File: src/ext_bus_pkg.sv
package ext_bus_pkg;

    // ************************************************************
    // constants
    // ************************************************************
    localparam logic [15:0] INT_CODE_TOP   = 16'h3fff;
    localparam int          ALE_IDLE_CYCLES = 6;
    localparam logic [7:0]  P0_RESET       = 8'hff;
    localparam logic [7:0]  P2_RESET       = 8'hff;

    // ************************************************************
    // types
    // ************************************************************
    typedef enum logic [1:0]
    {
        KIND_FETCH,
        KIND_TABLE,
        KIND_DREAD,
        KIND_DWRITE
    } kind_t;

    typedef enum logic [2:0]
    {
        ST_IDLE,
        ST_ADDR,
        ST_LATCH,
        ST_STROBE,
        ST_HOLD
    } bus_state_t;

endpackage

File: src/external_memory_bus_interface.sv
`timescale 1ns/10ps
module external_memory_bus_interface
    import ext_bus_pkg::*;
(
    input  wire logic       mclk,
    input  wire logic       reset_n,
    input  wire logic       extAccessN,
    input  wire logic       latchStrobeOff,
    input  wire logic       reqValid,
    input  wire kind_t      reqKind,
    input  wire logic [15:0] reqAddr,
    input  wire logic [7:0] reqWrData,
    input  wire logic [7:0] intCodeData,
    input  wire logic [7:0] p0In,
    output logic            reqReady,
    output logic            respValid,
    output logic [7:0]      respData,
    output logic [7:0]      p0Out,
    output logic            p0OeN,
    output logic [7:0]      p2Out,
    output logic            addrLatchStrobe,
    output logic            programStoreStrobeN,
    output logic            readStrobeN,
    output logic            writeStrobeN
);

    // ************************************************************
    // request decode
    // ************************************************************
    bus_state_t  state;
    kind_t       curKind;
    logic        take;
    logic        isCode;
    logic        internalHit;
    logic        aleTick;
    logic [2:0]  aleCnt;

    assign take   = reqValid && reqReady;
    assign isCode = (reqKind == KIND_FETCH) || (reqKind == KIND_TABLE);
    assign internalHit = isCode && extAccessN && (reqAddr <= INT_CODE_TOP);

    // ************************************************************
    // idle latch strobe divider
    // ************************************************************
    always_ff @(posedge mclk or negedge reset_n)
    begin
        if (!reset_n)
        begin
            aleCnt  <= 3'h0;
            aleTick <= 1'b0;
        end
        else if (aleCnt == 3'(ALE_IDLE_CYCLES - 1))
        begin
            aleCnt  <= 3'h0;
            aleTick <= 1'b1;
        end
        else
        begin
            aleCnt  <= aleCnt + 3'h1;
            aleTick <= 1'b0;
        end
    end

    // ************************************************************
    // bus sequencer
    // ************************************************************
    always_ff @(posedge mclk or negedge reset_n)
    begin
        if (!reset_n)
        begin
            state               <= ST_IDLE;
            curKind             <= KIND_FETCH;
            reqReady            <= 1'b1;
            p0Out               <= P0_RESET;
            p0OeN               <= 1'b1;
            p2Out               <= P2_RESET;
            addrLatchStrobe     <= 1'b0;
            programStoreStrobeN <= 1'b1;
            readStrobeN         <= 1'b1;
            writeStrobeN        <= 1'b1;
        end
        else
        begin
            case (state)
                ST_IDLE:
                begin
                    addrLatchStrobe <= aleTick && !latchStrobeOff;
                    if (take && !internalHit)
                    begin
                        state           <= ST_ADDR;
                        curKind         <= reqKind;
                        reqReady        <= 1'b0;
                        p0Out           <= reqAddr[7:0];
                        p0OeN           <= 1'b0;
                        p2Out           <= reqAddr[15:8];
                        addrLatchStrobe <= 1'b1;
                    end
                end
                ST_ADDR:
                begin
                    addrLatchStrobe <= 1'b0;
                    state           <= ST_LATCH;
                end
                ST_LATCH:
                begin
                    state <= ST_STROBE;
                    if (curKind == KIND_DWRITE)
                    begin
                        p0Out        <= reqWrData;
                        writeStrobeN <= 1'b0;
                    end
                    else
                    begin
                        p0OeN <= 1'b1;
                        if (curKind == KIND_DREAD)
                        begin
                            readStrobeN <= 1'b0;
                        end
                        else
                        begin
                            programStoreStrobeN <= 1'b0;
                        end
                    end
                end
                ST_STROBE:
                begin
                    state <= ST_HOLD;
                end
                default:
                begin
                    state               <= ST_IDLE;
                    reqReady            <= 1'b1;
                    p0OeN               <= 1'b1;
                    programStoreStrobeN <= 1'b1;
                    readStrobeN         <= 1'b1;
                    writeStrobeN        <= 1'b1;
                end
            endcase
        end
    end

    // ************************************************************
    // answer to the core
    // ************************************************************
    always_ff @(posedge mclk or negedge reset_n)
    begin
        if (!reset_n)
        begin
            respValid <= 1'b0;
            respData  <= 8'h00;
        end
        else if (state == ST_IDLE && take && internalHit)
        begin
            respValid <= 1'b1;
            respData  <= intCodeData;
        end
        else if (state == ST_HOLD)
        begin
            respValid <= 1'b1;
            respData  <= (curKind == KIND_DWRITE) ? 8'h00 : p0In;
        end
        else
        begin
            respValid <= 1'b0;
        end
    end

    // ************************************************************
    // checks
    // ************************************************************
    AST_EXT_FORCED: assert property (@(posedge mclk) disable iff (!reset_n)
        take && isCode && !extAccessN |=> addrLatchStrobe && !p0OeN)
        else $error("fetch with external access low stayed internal");

    AST_INT_NO_BUS: assert property (@(posedge mclk) disable iff (!reset_n)
        take && internalHit |=> respValid && p0OeN
        && !(addrLatchStrobe && $past(latchStrobeOff)))
        else $error("internal fetch showed on the bus");

    AST_PROG_STROBE_EXT: assert property (@(posedge mclk) disable iff (!reset_n)
        take && isCode && !internalHit |-> ##3 !programStoreStrobeN
        ##1 !programStoreStrobeN ##1 programStoreStrobeN && respValid)
        else $error("program store strobe pulse wrong");

    AST_PROG_STROBE_INT: assert property (@(posedge mclk) disable iff (!reset_n)
        take && internalHit |-> ##[1:5] programStoreStrobeN)
        else $error("strobe on internal access");

    AST_ALE_HOLD: assert property (@(posedge mclk) disable iff (!reset_n)
        state == ST_LATCH |-> $fell(addrLatchStrobe) && !p0OeN
        && $stable(p0Out))
        else $error("low address not held past latch fall");

    AST_RD_PULSE: assert property (@(posedge mclk) disable iff (!reset_n)
        take && reqKind == KIND_DREAD |-> ##3 !readStrobeN && p0OeN
        ##1 !readStrobeN ##1 readStrobeN && respValid)
        else $error("read strobe pulse wrong");

    AST_WR_DATA: assert property (@(posedge mclk) disable iff (!reset_n)
        take && reqKind == KIND_DWRITE |-> ##3 !writeStrobeN && !p0OeN
        && p0Out == $past(reqWrData, 3))
        else $error("write data phase wrong");

    AST_P2_ADDR: assert property (@(posedge mclk) disable iff (!reset_n)
        take && !internalHit |=> p2Out == $past(reqAddr[15:8]))
        else $error("upper address not on port 2");

    AST_STROBE_OFF_IDLE: assert property (@(posedge mclk) disable iff (!reset_n)
        state == ST_IDLE && latchStrobeOff && !take |=> !addrLatchStrobe)
        else $error("latch strobe toggled while turned off");

    AST_STROBE_RESUME: assert property (@(posedge mclk) disable iff (!reset_n)
        take && !internalHit && latchStrobeOff |=> addrLatchStrobe
        ##1 !addrLatchStrobe)
        else $error("latch strobe did not resume for external access");

    AST_SPACE_SELECT: assert property (@(posedge mclk) disable iff (!reset_n)
        take && isCode |-> ##[1:5] readStrobeN && writeStrobeN)
        else $error("data strobe on code space access");

    AST_WR_PULSE: assert property (@(posedge mclk) disable iff (!reset_n)
        take && reqKind == KIND_DWRITE |-> ##4 !writeStrobeN
        ##1 writeStrobeN && p0OeN && respValid)
        else $error("write strobe pulse wrong");

endmodule

File: config.mk
export PLATFORM = sky130hd
export DESIGN_NAME = external_memory_bus_interface
export DESIGN_NICKNAME = d
export VERILOG_FILES = /design/src/ext_bus_pkg.sv /design/src/external_memory_bus_interface.sv
export SDC_FILE = /design/constraint.sdc
export NUM_CORES = 1
export LEC_CHECK = 0
export ABC_AREA = 0
export ABC_CLOCK_PERIOD_IN_PS = 3500
export BUFFER_PORTS_ARGS = -buffer_cell sky130_fd_sc_hd__buf_4
export CAP_MARGIN = 20
export CORE_ASPECT_RATIO = 0.5
export CORE_MARGIN = 3
export CORE_UTILIZATION = 40
export CTS_CLUSTER_SIZE = 40
export DETAILED_ROUTE_END_ITERATION = 12
export PLACE_DENSITY = 0.69
export RECOVER_POWER = 50
export SLEW_MARGIN = 20
export SYNTH_ARGS = -nofsm -noshare
export SYNTH_HDL_FRONTEND = slang
export SYNTH_SLANG_ARGS = --single-unit
File: constraint.sdc
create_clock -name mclk -period 3.5 [get_ports mclk]
set_input_delay 0.35 -clock mclk [delete_from_list [all_inputs] [get_ports mclk]]
set_output_delay 0.35 -clock mclk [all_outputs]
set_load 0.1 [all_outputs]
==> metrics.txt <==
# DRC 0; placed cell count 266; GP Congestion 0.7720; P per Cell Area 337.3 nW/µm²; io pins between 70 and 80; mapped cell area approximately 1800 µm²; post-synthesis cell count 139; Avg Cell Area, Syn roughly 13 µm²; Port Buffers 77; Fillers roughly 360; post-route setup slack about 1.5 ns; RSZ-0062 raised after global routing false; Final Util 60.53%; CP Data Arrival Time 2.19 ns; crit start category register; sequential area share after synthesis 58.06%; worst IR drop on VDD 280.9 µV; share of cells above drive strength 1 60.00%; Net Sw Frac 20.36%; final slew viol count 41; M1 GR Usage between 15 and 20%; number of synthesized register bits 40; status finished, violations left; share of power burned in the clock network 37.0%; failing checks max-capacitance violations, max-slew violations; dpl ws 1.340 ns; Slew HR -36.43%; post-place instance area roughly 2400 µm²; DRT iter0 DRCs 33; part of the power in registers 55.9%; setup tns final 0 ns; diode count 0; routed wire length per instance 13.69 µm; met3 usage between 4 and 5%; FP Rows 16; CTS tree done; GR peak layer met2; post-synthesis cell type count 32; Setup Crit Path Kind register to register; pin count of the biggest net entering global routing 41; Period minus WS final 1.986 ns; grt ovf 0; Die Ht approximately 53 µm; total of max-cap violations 1; CTS Hold Buffers Added 0; Comb power frac 7.0%; number of iterations in the first detailed-routing pass 4; Synth warnings 0; # Post-CTS Setup Buffers 0; clock sink count 40; Slew @ Worst Pin 2.046 ns; clk slew on worst S/H paths 0.07 ns; crit path max fanout 13; CP endpoint kind register; clock root cell clkbuf_8; Internal Power 0.6607 mW; DIE AREA around 5300 µm²; Clock Tree Buf Depth 2; design area ~2500 µm²; die width 100.1 µm; Static Leakage 1.179 nW; Post-layout nets 266; Routed Antenna Nets 0; initial antenna violation count 0; Worst Path Required 3.70 ns; period utilisation layout 56.74%; All-Layer GR Usage 14.70%; NetSw 0.1689 mW; Max Clock Freq 0.5035 GHz; Final Non-Filler Cells 274; Synthesized Nets 186; Starting Density a little over two fifths; first-pass GRT wire length between 6 and 7 mm; hpwl dp 2.936 mm; endpoints failing setup 0; Placeable Area 4064 µm²; H-tree levels 2; worst setup skew after layout roughly 0.0076 ns; DR vias 1,365; post-CTS resize count 0; met2 Use GR between 20% and 30%; vias in the first global route 1,335; synth-to-layout area growth 39.04%; final hold viol count 0; Hold WC Path Type input pin to register; TritonCTS Buffers 5; DRT Wirelength 3.751 mm; drt via density 4.982; Clk Latency, worst-skew pair 0.29 ns
-- stage by stage --
| stage | hold slack (ns) | total power [mW] |
|---|---|---|
| 2_1_floorplan | 0.05441 | 0.4821 |
| 3_3_place_gp | 0.3486 | 0.5315 |
| 3_5_place_dp | 0.3473 | 0.5325 |
| 4_1_cts | 0.03669 | 0.8403 |
| 5_1_grt | 0.2602 | 0.8654 |
| 6_report | 0.2625 | 0.8296 |
-- sequential cells by signal, summed over array words and instances (netlist names) --
register	count
state	3
reqReady	1
p2Out	8
curKind	2
respValid	1
programStoreStrobeN	1
p0OeN	1
p0Out	8
writeStrobeN	1
aleTick	1
addrLatchStrobe	1
readStrobeN	1
respData	8
aleCnt	3
-- critical path, cell delays in order, from the launching register on --
cell,delay (ns)
dfrtp_1,0.64
or3b_1,0.58
nor2_2,0.38
a22oi_1,0.12
o21ai_0,0.18
-- placed cells by master, fill, tap and decap left out, types with 8 or more instances in the layout --
cell,synthesis,routed
dfstp_2,21,21
mux2_2,26,26
o21ai_0,9,9
clkbuf_1,0,8
buf_4,1,72
a22oi_1,8,8
nand2_1,12,12
dfrtp_1,19,19
-- kinds of logic after synthesis --
logic type	count (synthesis)	share of synthesized area [%]
flip-flops	40	58.06
AO/OA/AOI/OAI	28	10.61
AND/OR/NAND/NOR	38	12.52
multiplexers	26	16.55
buffers and inverters	7	2.263
-- cell usage after synthesis, drive strengths merged --
master | count | area [µm²]
nor3 | 1 | 5.000
or3b | 1 | 8.760
buf | 4 | 27.52
nand3b | 2 | 15.01
a22oi | 8 | 60.06
a31oi | 1 | 6.260
dfrtp | 19 | 475.5
nor2 | 8 | 35.03
nand3 | 1 | 5.000
nor4b | 1 | 8.760
a21oi | 3 | 18.77
a21o | 3 | 22.52
mux2 | 26 | 292.8
a2bb2oi | 2 | 17.52
clkbuf | 1 | 5.000
dfstp | 21 | 551.8
nand2 | 12 | 45.04
nor2b | 1 | 6.260
nand2b | 6 | 37.54
nor3b | 1 | 7.510
and2 | 1 | 6.260
o21ai | 11 | 62.56
or4b | 1 | 13.76
inv | 2 | 7.510
nor4 | 2 | 27.53
-- final cells by class --
type / instances / area (µm²) / area share (%)
Tap cell: 54 / 67.56 / 2.747
Clock buffer: 8 / 90.09 / 3.662
Sequential cell: 40 / 1027 / 41.76
Inverter: 2 / 7.507 / 0.3052
Multi-Input combinational cell: 92 / 704.4 / 28.64
Timing Repair Buffer: 78 / 563.0 / 22.89
-- per-layer routing --
layer  wire, µm  vias up
li1           -      663
met2       1898       39
met4         13        0
met5          0        -
met1       1572      661
met3        266        2
-- path summary, 6_finish.rpt --
path,startpoint,endpoint,slack (ns),cells past startpoint
hold / removal,intCodeData[5],respData[5],0.26,3
setup reg to reg,state[2],respData[2],1.51,4
setup / recovery,state[2],respData[2],1.51,4
hold reg to reg,aleCnt[2],aleCnt[1],0.48,1
max in group asynchronous,reset_n,curKind[1],1.69,1
min in group asynchronous,reset_n,respValid,0.65,1
-- power by group through the flow --
stage                     Combinational (mW)  Clock, mW  Sequential, mW
after floorplan                      0.00568          0           0.476
after global placement                0.0595          0           0.472
after detailed placement              0.0605          0           0.472
after CTS                             0.0606      0.316           0.464
after global routing                  0.0635      0.338           0.464
final                                 0.0582      0.307           0.464
Power figures use the tool's default switching activity.
